$ cat src/rtl/tx_probability_threshold_pkg.sv
// Constants for the channel access and receive acceptance block
package tx_probability_threshold_pkg;

  // ==========================================================================
  // Register map (byte addresses, one word per port for each per-port setting but the pass bits, which share CTRL)
  // ==========================================================================
  localparam logic [7:0] ADDR_CTRL     = 8'h00;
  localparam logic [7:0] ADDR_PERSIST0 = 8'h04;
  localparam logic [7:0] ADDR_PERSIST1 = 8'h08;
  localparam logic [7:0] ADDR_SLOT0    = 8'h0C;
  localparam logic [7:0] ADDR_SLOT1    = 8'h10;
  localparam logic [7:0] ADDR_DELAY0   = 8'h14;
  localparam logic [7:0] ADDR_DELAY1   = 8'h18;
  localparam logic [7:0] ADDR_STATUS   = 8'h1C;

  // ==========================================================================
  // Field positions and reset values
  // ==========================================================================
  localparam int CTRL_PASS0_BIT = 0;
  localparam int CTRL_PASS1_BIT = 1;
  localparam logic [7:0] TX_PROBABILITY_THRESHOLD_RESET = 8'h3F;
  localparam logic [7:0] SLOT_RESET    = 8'h0A;
  localparam logic [7:0] DELAY_RESET   = 8'h00;
  localparam logic [7:0] LFSR_SEED     = 8'hA5;
  localparam int NUM_PORTS = 2;

  // ==========================================================================
  // Timing
  // ==========================================================================
  localparam int CLK_HZ        = 25000000;
  localparam int TICK_MS       = 10;
  localparam int TICK_CYCLES   = CLK_HZ / 1000 * TICK_MS;
  localparam int TICK_CNT_W    = 18;

  // ==========================================================================
  // Receive frame FIFO
  // ==========================================================================
  localparam int RX_WIDTH = 8;
  localparam int RX_DEPTH = 16;

endpackage

$ cat src/rtl/tx_probability_threshold_channel_access_rx_filter.sv
// Persistence channel access and receive frame acceptance for two radio ports
//
// The implementer's own choices: the APB slave port and the address map.
module tx_probability_threshold_channel_access_rx_filter (
  input  wire logic        clk_sys,
  input  wire logic        reset,
  // APB slave
  input  wire logic        psel,
  input  wire logic        penable,
  input  wire logic        pwrite,
  input  wire logic [7:0]  paddr,
  input  wire logic [31:0] pwdata,
  output logic      [31:0] prdata,
  output logic             pready,
  output logic             pslverr,
  // Transmit side, per port
  input  wire logic [1:0]  txFrameQueued,
  input  wire logic [1:0]  carrierDetect,
  input  wire logic [1:0]  packetDetect,
  output logic      [1:0]  txKey,
  // Receive side: frame end report, port select, frame tag
  input  wire logic        rxFrameDone,
  input  wire logic        rxPort,
  input  wire logic        rxCrcOk,
  input  wire logic        rxOpenFlag,
  input  wire logic        rxCloseFlag,
  input  wire logic [6:0]  rxTag,
  output logic             rxFrameReady,
  // Upward delivery through FIFO, and registered log update with its port
  output logic      [7:0]  upData,
  output logic             upValid,
  input  wire logic        upReady,
  output logic             logUpdate,
  output logic             logPort
);

  // ==========================================================================
  // Pin synchronisers (three flops, change counts when last two agree)
  // ==========================================================================
  logic [1:0] carS1_r, carS2_r, carS3_r, carStable_r;
  logic [1:0] pktS1_r, pktS2_r, pktS3_r, pktStable_r;

  always_ff @(posedge clk_sys)
  begin
    if (reset)
    begin
      carS1_r     <= '0;
      carS2_r     <= '0;
      carS3_r     <= '0;
      carStable_r <= '0;
      pktS1_r     <= '0;
      pktS2_r     <= '0;
      pktS3_r     <= '0;
      pktStable_r <= '0;
    end
    else
    begin
      carS1_r     <= carrierDetect;
      carS2_r     <= carS1_r;
      carS3_r     <= carS2_r;
      carStable_r <= (carS2_r & carS3_r) | (carStable_r & (carS2_r | carS3_r));
      pktS1_r     <= packetDetect;
      pktS2_r     <= pktS1_r;
      pktS3_r     <= pktS2_r;
      pktStable_r <= (pktS2_r & pktS3_r) | (pktStable_r & (pktS2_r | pktS3_r));
    end
  end

  // ==========================================================================
  // Register file
  // ==========================================================================
  logic [1:0] passBad_r;
  logic [7:0] threshold_r [2];
  logic [7:0] slotSet_r   [2];
  logic [7:0] delaySet_r  [2];

  wire apbWrite = psel && penable && pwrite;
  wire apbRead  = psel && penable && !pwrite;
  wire hitCtrl  = (paddr == tx_probability_threshold_pkg::ADDR_CTRL);
  wire hitPer0  = (paddr == tx_probability_threshold_pkg::ADDR_PERSIST0);
  wire hitPer1  = (paddr == tx_probability_threshold_pkg::ADDR_PERSIST1);
  wire hitSlot0 = (paddr == tx_probability_threshold_pkg::ADDR_SLOT0);
  wire hitSlot1 = (paddr == tx_probability_threshold_pkg::ADDR_SLOT1);
  wire hitDw0   = (paddr == tx_probability_threshold_pkg::ADDR_DELAY0);
  wire hitDw1   = (paddr == tx_probability_threshold_pkg::ADDR_DELAY1);
  wire hitStat  = (paddr == tx_probability_threshold_pkg::ADDR_STATUS);
  wire hitAny   = hitCtrl | hitPer0 | hitPer1 | hitSlot0 | hitSlot1
                | hitDw0 | hitDw1 | hitStat;
  wire [31:0] statusWord;
  wire [31:0] readMux;

  assign pready  = 1'b1;
  assign pslverr = psel && penable && !hitAny;

  always_ff @(posedge clk_sys)
  begin
    if (reset)
    begin
      passBad_r      <= '0;
      threshold_r[0] <= tx_probability_threshold_pkg::TX_PROBABILITY_THRESHOLD_RESET;
      threshold_r[1] <= tx_probability_threshold_pkg::TX_PROBABILITY_THRESHOLD_RESET;
      slotSet_r[0]   <= tx_probability_threshold_pkg::SLOT_RESET;
      slotSet_r[1]   <= tx_probability_threshold_pkg::SLOT_RESET;
      delaySet_r[0]  <= tx_probability_threshold_pkg::DELAY_RESET;
      delaySet_r[1]  <= tx_probability_threshold_pkg::DELAY_RESET;
    end
    else if (apbWrite)
    begin
      if (hitCtrl)
      begin
        passBad_r <= {pwdata[tx_probability_threshold_pkg::CTRL_PASS1_BIT],
                      pwdata[tx_probability_threshold_pkg::CTRL_PASS0_BIT]};
      end
      else if (hitPer0)
      begin
        threshold_r[0] <= pwdata[7:0];
      end
      else if (hitPer1)
      begin
        threshold_r[1] <= pwdata[7:0];
      end
      else if (hitSlot0)
      begin
        slotSet_r[0] <= pwdata[7:0];
      end
      else if (hitSlot1)
      begin
        slotSet_r[1] <= pwdata[7:0];
      end
      else if (hitDw0)
      begin
        delaySet_r[0] <= pwdata[7:0];
      end
      else if (hitDw1)
      begin
        delaySet_r[1] <= pwdata[7:0];
      end
    end
  end

  // ==========================================================================
  // Read data
  // ==========================================================================
  assign readMux = hitCtrl  ? {30'h0, passBad_r} :
                   hitPer0  ? {24'h0, threshold_r[0]} :
                   hitPer1  ? {24'h0, threshold_r[1]} :
                   hitSlot0 ? {24'h0, slotSet_r[0]} :
                   hitSlot1 ? {24'h0, slotSet_r[1]} :
                   hitDw0   ? {24'h0, delaySet_r[0]} :
                   hitDw1   ? {24'h0, delaySet_r[1]} :
                   hitStat  ? statusWord : 32'h0;

  always_ff @(posedge clk_sys)
  begin
    if (reset)
    begin
      prdata <= 32'h0;
    end
    else if (psel && !penable && !pwrite)
    begin
      prdata <= readMux;
    end
  end

  // ==========================================================================
  // Random source and 10 ms tick
  // ==========================================================================
  logic [7:0]            lfsr_r;
  logic [tx_probability_threshold_pkg::TICK_CNT_W-1:0] tickCnt_r;
  logic                  tick_r;

  always_ff @(posedge clk_sys)
  begin
    if (reset)
    begin
      lfsr_r    <= tx_probability_threshold_pkg::LFSR_SEED;
      tickCnt_r <= '0;
      tick_r    <= 1'b0;
    end
    else
    begin
      lfsr_r <= {lfsr_r[6:0], lfsr_r[7] ^ lfsr_r[5] ^ lfsr_r[4] ^ lfsr_r[3]};
      tick_r <= (tickCnt_r == tx_probability_threshold_pkg::TICK_CNT_W'(tx_probability_threshold_pkg::TICK_CYCLES - 1));
      if (tickCnt_r == tx_probability_threshold_pkg::TICK_CNT_W'(tx_probability_threshold_pkg::TICK_CYCLES - 1))
      begin
        tickCnt_r <= '0;
      end
      else
      begin
        tickCnt_r <= tickCnt_r + 1'b1;
      end
    end
  end

  // ==========================================================================
  // Per-port access state machine
  // ==========================================================================
  typedef enum logic [1:0] {AC_IDLE, AC_DELAY, AC_SLOT, AC_SEND} access_t;
  access_t    acState_r [2];
  logic [7:0] acCount_r [2];
  logic [1:0] busyState;

  for (genvar p = 0; p < tx_probability_threshold_pkg::NUM_PORTS; p++)
  begin : g_port
    wire chanFree = !carStable_r[p] && !pktStable_r[p];
    wire slotDone = tick_r && (acCount_r[p] <= 8'h01);
    wire winDraw  = (lfsr_r <= threshold_r[p]);

    assign txKey[p]     = (acState_r[p] == AC_SEND);
    assign busyState[p] = (acState_r[p] != AC_IDLE);

    always_ff @(posedge clk_sys)
    begin
      if (reset)
      begin
        acState_r[p] <= AC_IDLE;
        acCount_r[p] <= '0;
      end
      else
      begin
        case (acState_r[p])
          AC_IDLE:
          begin
            if (txFrameQueued[p] && chanFree)
            begin
              acState_r[p] <= AC_DELAY;
              acCount_r[p] <= delaySet_r[p];
            end
          end
          AC_DELAY:
          begin
            if (!txFrameQueued[p] || !chanFree)
            begin
              acState_r[p] <= AC_IDLE;
            end
            else if (acCount_r[p] == 8'h00 || slotDone)
            begin
              acState_r[p] <= AC_SLOT;
              acCount_r[p] <= slotSet_r[p];
            end
            else if (tick_r)
            begin
              acCount_r[p] <= acCount_r[p] - 8'h01;
            end
          end
          AC_SLOT:
          begin
            if (!txFrameQueued[p] || !chanFree)
            begin
              acState_r[p] <= AC_IDLE;
            end
            else if (acCount_r[p] == 8'h00 || slotDone)
            begin
              if (winDraw)
              begin
                acState_r[p] <= AC_SEND;
              end
              else
              begin
                acCount_r[p] <= slotSet_r[p];
              end
            end
            else if (tick_r)
            begin
              acCount_r[p] <= acCount_r[p] - 8'h01;
            end
          end
          AC_SEND:
          begin
            if (!txFrameQueued[p])
            begin
              acState_r[p] <= AC_IDLE;
            end
          end
          default:
          begin
            acState_r[p] <= AC_IDLE;
          end
        endcase
      end
    end
  end

  // ==========================================================================
  // Receive acceptance
  // ==========================================================================
  wire       portPass = passBad_r[rxPort];
  wire       acceptGood = rxCrcOk;
  wire       acceptBad  = portPass && !rxCrcOk && rxOpenFlag && rxCloseFlag;
  wire       accept   = rxFrameDone && (acceptGood || acceptBad);
  wire       fifoInReady;
  wire [7:0] fifoIn   = {rxPort, rxTag};

  assign rxFrameReady = fifoInReady;
  assign statusWord   = {28'h0, busyState, fifoInReady, upValid};

  always_ff @(posedge clk_sys)
  begin
    if (reset)
    begin
      logUpdate <= 1'b0;
      logPort   <= 1'b0;
    end
    else
    begin
      logUpdate <= accept && fifoInReady && !portPass;
      logPort   <= rxPort;
    end
  end

  frame_fifo #(
    .WIDTH (tx_probability_threshold_pkg::RX_WIDTH),
    .DEPTH (tx_probability_threshold_pkg::RX_DEPTH)
  ) u_fifo (
    .clk_sys  (clk_sys),
    .reset    (reset),
    .inData   (fifoIn),
    .inValid  (accept),
    .inReady  (fifoInReady),
    .outData  (upData),
    .outValid (upValid),
    .outReady (upReady)
  );

endmodule // tx_probability_threshold_channel_access_rx_filter

$ cat src/rtl/frame_fifo.sv
// Synchronous FIFO with valid and ready on both sides
module frame_fifo #(
  parameter int WIDTH = 8,
  parameter int DEPTH = 16
) (
  input  wire logic             clk_sys,
  input  wire logic             reset,
  input  wire logic [WIDTH-1:0] inData,
  input  wire logic             inValid,
  output logic                  inReady,
  output logic      [WIDTH-1:0] outData,
  output logic                  outValid,
  input  wire logic             outReady
);
  localparam int AW = $clog2(DEPTH);

  logic [WIDTH-1:0] mem [DEPTH];
  logic [AW-1:0]    wrPtr_r;
  logic [AW-1:0]    rdPtr_r;
  logic [AW:0]      count_r;
  wire              doWrite;
  wire              doRead;

  assign inReady  = (count_r != (AW+1)'(DEPTH));
  assign outValid = (count_r != '0);
  assign doWrite  = inValid && inReady;
  assign doRead   = outValid && outReady;
  assign outData  = mem[rdPtr_r];

  always_ff @(posedge clk_sys)
  begin
    if (doWrite)
    begin
      mem[wrPtr_r] <= inData;
    end
  end

  always_ff @(posedge clk_sys)
  begin
    if (reset)
    begin
      wrPtr_r <= '0;
      rdPtr_r <= '0;
      count_r <= '0;
    end
    else
    begin
      if (doWrite)
      begin
        wrPtr_r <= wrPtr_r + 1'b1;
      end
      if (doRead)
      begin
        rdPtr_r <= rdPtr_r + 1'b1;
      end
      count_r <= count_r + {{AW{1'b0}}, doWrite} - {{AW{1'b0}}, doRead};
    end
  end
endmodule // frame_fifo

$ cat config.mk
export PLATFORM = sky130hd
export DESIGN_NAME = tx_probability_threshold_channel_access_rx_filter
export DESIGN_NICKNAME = d
export VERILOG_FILES = /design/src/rtl/tx_probability_threshold_pkg.sv /design/src/rtl/tx_probability_threshold_channel_access_rx_filter.sv /design/src/rtl/frame_fifo.sv
export SDC_FILE = /design/constraint.sdc
export NUM_CORES = 1
export LEC_CHECK = 0
export BUFFER_PORTS_ARGS = -buffer_cell sky130_fd_sc_hd__buf_2
export CORE_ASPECT_RATIO = 1.75
export CORE_MARGIN = 5
export CORE_UTILIZATION = 60
export CTS_CLUSTER_SIZE = 40
export DETAILED_ROUTE_END_ITERATION = 10
export GPL_ROUTABILITY_DRIVEN = 1
export PLACE_DENSITY = 0.8
export SKIP_CTS_REPAIR_TIMING = 1
export SYNTH_ARGS = -nofsm -noshare
export SYNTH_HDL_FRONTEND = slang
export SYNTH_SLANG_ARGS = --single-unit
$ cat constraint.sdc
create_clock -name clk_sys -period 6.9 [get_ports clk_sys]
set_clock_uncertainty 0.05 [all_clocks]
set_input_delay 1.035 -clock clk_sys [delete_from_list [all_inputs] [get_ports clk_sys]]
set_output_delay 1.035 -clock clk_sys [all_outputs]
set_load 0.05 [all_outputs]
## Word level (Yosys, flattened, before mapping)

Memories as Yosys holds them, arrays and structs flattened. A register that Yosys moved wholly into a read port is not among the register bits.
Index checks and enable logic that the tools add are counted.

| word-level totals | value |
|---|---|
| input port bits | 64 |
| memories | 6 |
| latch bits | 0 |
| flip-flop bits (word level) | 92 |
| ROM bits | 0 |
| memory bits (writable) | 196 |

Memories:

| memory | words | bits a word | rd ports | clocked after memory_dff | write ports | RTL line | source |
|---|---|---|---|---|---|---|---|
| u_fifo.mem | 16 | 8 | 1 | 1 | 1 | frame_fifo.sv:17 | `logic [WIDTH-1:0] mem [DEPTH];` |
| acCount_r | 2 | 8 | 2 | 0 | 2 | tx_probability_threshold_channel_access_rx_filter.sv:200 | `logic [7:0] acCount_r [2];` |
| delaySet_r | 2 | 8 | 2 | 0 | 2 | tx_probability_threshold_channel_access_rx_filter.sv:75 | `logic [7:0] delaySet_r [2];` |
| slotSet_r | 2 | 8 | 2 | 0 | 2 | tx_probability_threshold_channel_access_rx_filter.sv:74 | `logic [7:0] slotSet_r [2];` |
| threshold_r | 2 | 8 | 2 | 0 | 2 | tx_probability_threshold_channel_access_rx_filter.sv:73 | `logic [7:0] threshold_r [2];` |
| acState_r | 2 | 2 | 2 | 0 | 2 | tx_probability_threshold_channel_access_rx_filter.sv:199 | `access_t acState_r [2];` |

| operators by class | value |
|---|---|
| $add $sub $neg | 7 |
| muxes and demuxes | 170 |
| reductions and logical operators | 46 |
| equality and inequality tests | 15 |
| bitwise gates (word level) | 46 |
| multiply operators | 0 |
| shift-type cells | 0 |
| div/mod/pow operators | 0 |
| order comparisons | 5 |

Operators by type and width:

| operator | number |
|---|---|
| $mux W8 | 23 |
| $mux W1 | 132 |
| $or A1 B1 Y1 | 35 |
| $eq A8 B5 Y1 const B | 4 |
| $logic_not A8 Y1 | 3 |
| $mux W2 | 12 |
| $add A18 B1 Y18 const B | 1 |
| $eq A18 B18 Y1 const B | 1 |
| $logic_and A1 B1 Y1 | 18 |
| $eq A8 B4 Y1 const B | 2 |
| $le A8 B1 Y1 const B | 2 |
| $le A8 B8 Y1 | 2 |
| $sub A8 B1 Y8 const B | 2 |
| $logic_not A1 Y1 | 13 |
| $mux W4 | 3 |
| $add A4 B1 Y4 const B | 2 |
| $and A2 B2 Y2 | 4 |
| $eq A2 B2 Y1 const B | 4 |
| $eq A8 B3 Y1 const B | 1 |
| $or A2 B2 Y2 | 4 |
| $add A5 B1 Y5 | 1 |
| $logic_or A1 B1 Y1 | 5 |
| $ne A5 B5 Y1 const B | 1 |
| $reduce_bool A5 Y1 | 1 |
| 8 further kinds | 13 |

## Longest topological paths before layout

| logic depth | value |
|---|---|
| depth after elaboration | 13 |
| depth in mapped cells | 13 |

## By module

Synthesis repeated with hierarchy kept, for this count alone.

| unflattened totals | value |
|---|---|
| cell total of the unflattened synthesis | 945 |
| area total of the unflattened synthesis | 12172.9 um^2 |

Modules (own cells, without submodules):

| module | instances | area each (um^2) | cells each |
|---|---|---|---|
| tx_probability_threshold_channel_access_rx_filter | 1 | 6362.4 | 637 |
| frame_fifo | 1 | 5810.6 | 308 |

## Worst setup path before layout

Ideal clock, no wire load.

| path | value |
|---|---|
| kind | reg2out |
| start point | reg (tool-made name) |
| end point | out upData[0] |
| required time | 5.815 ns |
| cell stages (with the launch flop) | 5 |
| arrival time | 2.239 ns |
| slack | 3.576 ns |
| cells stage by stage | dfxtp_1 clkbuf_1 buf_1 mux4_2 mux4_2 |

RTL lines:

| element | RTL line | source |
|---|---|---|
| to (decl) | tx_probability_threshold_channel_access_rx_filter.sv:30 | `output logic [7:0] upData,` |

==> results.py <==
metrics = {
    "yosys": {
        "synth_area_leaders": "edfxtp_1 (49%), dfxtp_1 (12%), mux4_2 (7.5%)",
        "synthArstFlopShare": 0,
        "ys_seq_area_frac": 0.611,
        "synth_seq_cells": 268,
        "synth-main-ff-cell": "edfxtp_1",
        "synth-edff-count": 196,
        "yosys_warnings": 0,
        "netlist.area_leader.share": 0.491,
        "synth_cell_type_count": 69,
        "syn_avg_cell_area_um2": 13.0,
        "synth_top_cell_by_area": "edfxtp_1",
        "synth_common_cells": "edfxtp_1 (196), nor2_1 (97), dfxtp_1 (72)",
        "syn_inst": 922,
        "synth_area_um2": 12000,
        "yosysMostFrequentCell": "edfxtp_1",
    },
    "final_layout": {
        "utilization": 0.669,
        "n_fill_cell": 1440,
        "nNetsFinal": 1085,
        "seqCellArea_um2": 7330,
        "fin_cells": 1247,
        "area_growth_pct": 10.2,
        "drive_above_1_share": 0.162,
        "multi_input_area_um2": 4300,
        "stdcell_area_um2": 13200,
    },
    "global_routing": {
        "overflow": 0,
        "track_usage": 0.238,
        "grt_pass1_wl_um": 41800,
        "grt_max_degree": 54,
        "grt_pass1_vias": 7938,
        "antenna_found_initial": 1,
    },
    "worst_setup_path": {
        "r2r_cells": 7,
        "startpoint_type": "flip-flop",
        "r2r_start": "u_fifo.count_r[2]$_SDFF_PP0_",
        "rrSetupSlack_ns": 3.65,
        "endpoint_kind": "primary output",
        "crit_type": "reg2out",
        "cp.arrival_ns": 2.71,
        "reg2reg_to": "u_fifo.mem[7][6]$_DFFE_PP_",
        "path_max_fanout": 32,
        "required_ns": 5.81,
    },
    "sta": {
        "hold_slack_ns": 0.388,
        "worst_slew_pin_slew_ns": 1.12,
        "hold_viol_final": 0,
        "min_period_ns": 3.79,
        "setup_slack_ns": 3.11,
        "maxSlewViolCount": 0,
        "period_share": 0.549,
        "fmax_mhz": 264,
        "rsz0062_at_grt": "no",
        "fin_setup_tns_ns": 0,
        "max-slew-margin-rel": 0.253,
        "finalSetupViolCount": 0,
    },
    "detailed_routing": {
        "drc": 0,
        "avgViaCountPerCell": 6.05,
        "wl_per_cell_um": 21.3,
        "drt_iter0_drc": 700,
        "totalWireLength_um": 26600,
        "first_pass_iters": 5,
        "num_vias": 7549,
        "ant_nets": 0,
    },
    "worst_hold_path": {
        "hold_class": "reg2reg",
        "holdCritStartpoint": "pktS1_r[1]$_SDFF_PP0_",
        "hold_path_depth": 1,
        "hold_path_end": "pktS2_r[1]$_SDFF_PP0_",
    },
    "power": {
        "total_power_mw": 3.91,
        "leakagePower_nw": 4.74,
        "powerDensity_nw_per_um2": 296,
        "ir_drop_v": 0.000266,
    },
    "die": {
        "die_y_um": 197,
        "pin_count": 112,
        "die_w_um": 117,
        "design.core.area_um2": 19700,
        "initial_core_util": 0.608,
        "num_rows": 68,
        "die-area_um2": 23000,
    },
    "cts": {
        "clock_latency_ns": 0.52,
        "cts.sinks": 268,
        "cts_inserted_buffers": 23,
        "clk_pin_slew_ns": 0.07,
        "clockBufferDepth": 3,
        "cts_tree": "yes",
        "root_buffer": "clkbuf_16",
        "htree_levels": 1,
    },
    "run": {
        "maxCapViolCount": 0,
    },
    "placed_design": {
        "dp_hpwl_um": 19100,
        "dpl_cell_area_um2": 12500,
        "place_congestion": 0.945,
        "numPortBuffers": 62,
        "placed_cells": 1206,
        "place_ws_ns": 2.96,
    },
    "outcome": {
        "outcome": "complete, no violations",
    },
}
## critical path: stages (launching register included)
cell     delay [ns]
dfxtp_2        0.31
buf_4          0.51
mux4_2         0.61
mux4_2         0.49
buf_2          0.23
## power breakdown
part / internal, mW / switching (mW) / total [mW]
Clock: 0.729 / 0.568 / 1.30
Combinational: 0.307 / 0.450 / 0.757
Sequential: 1.80 / 0.0555 / 1.85
Total: 2.83 / 1.07 / 3.91
## cells by family (layout without fill, tap and decap cells)
| kind of cell | count (synthesis) | after routing | share of synthesized area |
|---|---|---|---|
| compound gates | 136 | 136 | 0.0770 |
| xor+xnor | 40 | 40 | 0.0292 |
| fa+ha+maj | 35 | 35 | 0.0371 |
| buf+inv | 94 | 150 | 0.0377 |
| flops | 268 | 268 | 0.611 |
| mux | 48 | 48 | 0.0821 |
| other cells | 2 | 26 | 0.000626 |
| simple gates | 299 | 299 | 0.125 |
## placed cells by master, fill, tap and decap left out, types with 10 or more instances in the layout
cell type,synthesis,layout
edfxtp_1,196,196
buf_2,1,62
clkbuf_16,0,23
mux4_2,40,40
o21ai_0,23,23
nor2_1,97,97
nand3_1,12,12
xor2_1,20,20
nand2_1,56,56
nor3_1,18,18
nor2b_1,30,30
nand2b_1,19,19
a21oi_1,36,36
and2_1,19,19
inv_1,38,38
dfxtp_1,72,71
ha_1,34,34
buf_4,26,10
xnor2_1,20,20
conb_1,2,25
## registers in the layout, indices dropped and copies added, names as in the netlist, 4 cells and up, named ones only
name	count
u_fifo.count_r	5
lfsr_r	8
delaySet_r	16
acCount_r	16
u_fifo.wrPtr_r	4
tickCnt_r	18
u_fifo.mem	128
prdata	8
acState_r	4
slotSet_r	16
u_fifo.rdPtr_r	4
threshold_r	16
## worst max-delay path by stage
| stage | startpoint | end |
|---|---|---|
| after floorplan | flip-flop | upData[0] |
| after global placement | paddr[7] | slotSet_r[0][1]$_DFFE_PP_ |
| after detailed placement | paddr[7] | slotSet_r[0][9]$_DFFE_PP_ |
| after CTS | flip-flop | upData[6] |
| after global routing | flip-flop | upData[0] |
| final | flip-flop | upData[6] |
## metal layers
layer	GRT usage	vias to the layer above	share of wire
li1	-	3495	-
met1	0.250	3652	0.33
met2	0.453	312	0.55
met3	0.0270	90	0.053
met4	0.116	0	0.060
met5	0	-	0
## layout make-up
type	instances	share of cell area
flip-flops and latches	268	0.555
repair buffers	72	0.0292
diodes	1	0.000189
inverters	38	0.0108
well taps	245	0.0232
clock inverters	13	0.0117
multi-input cells	583	0.326
clock buffers	27	0.0447
Note: power is estimated with default switching activity, not from simulation.
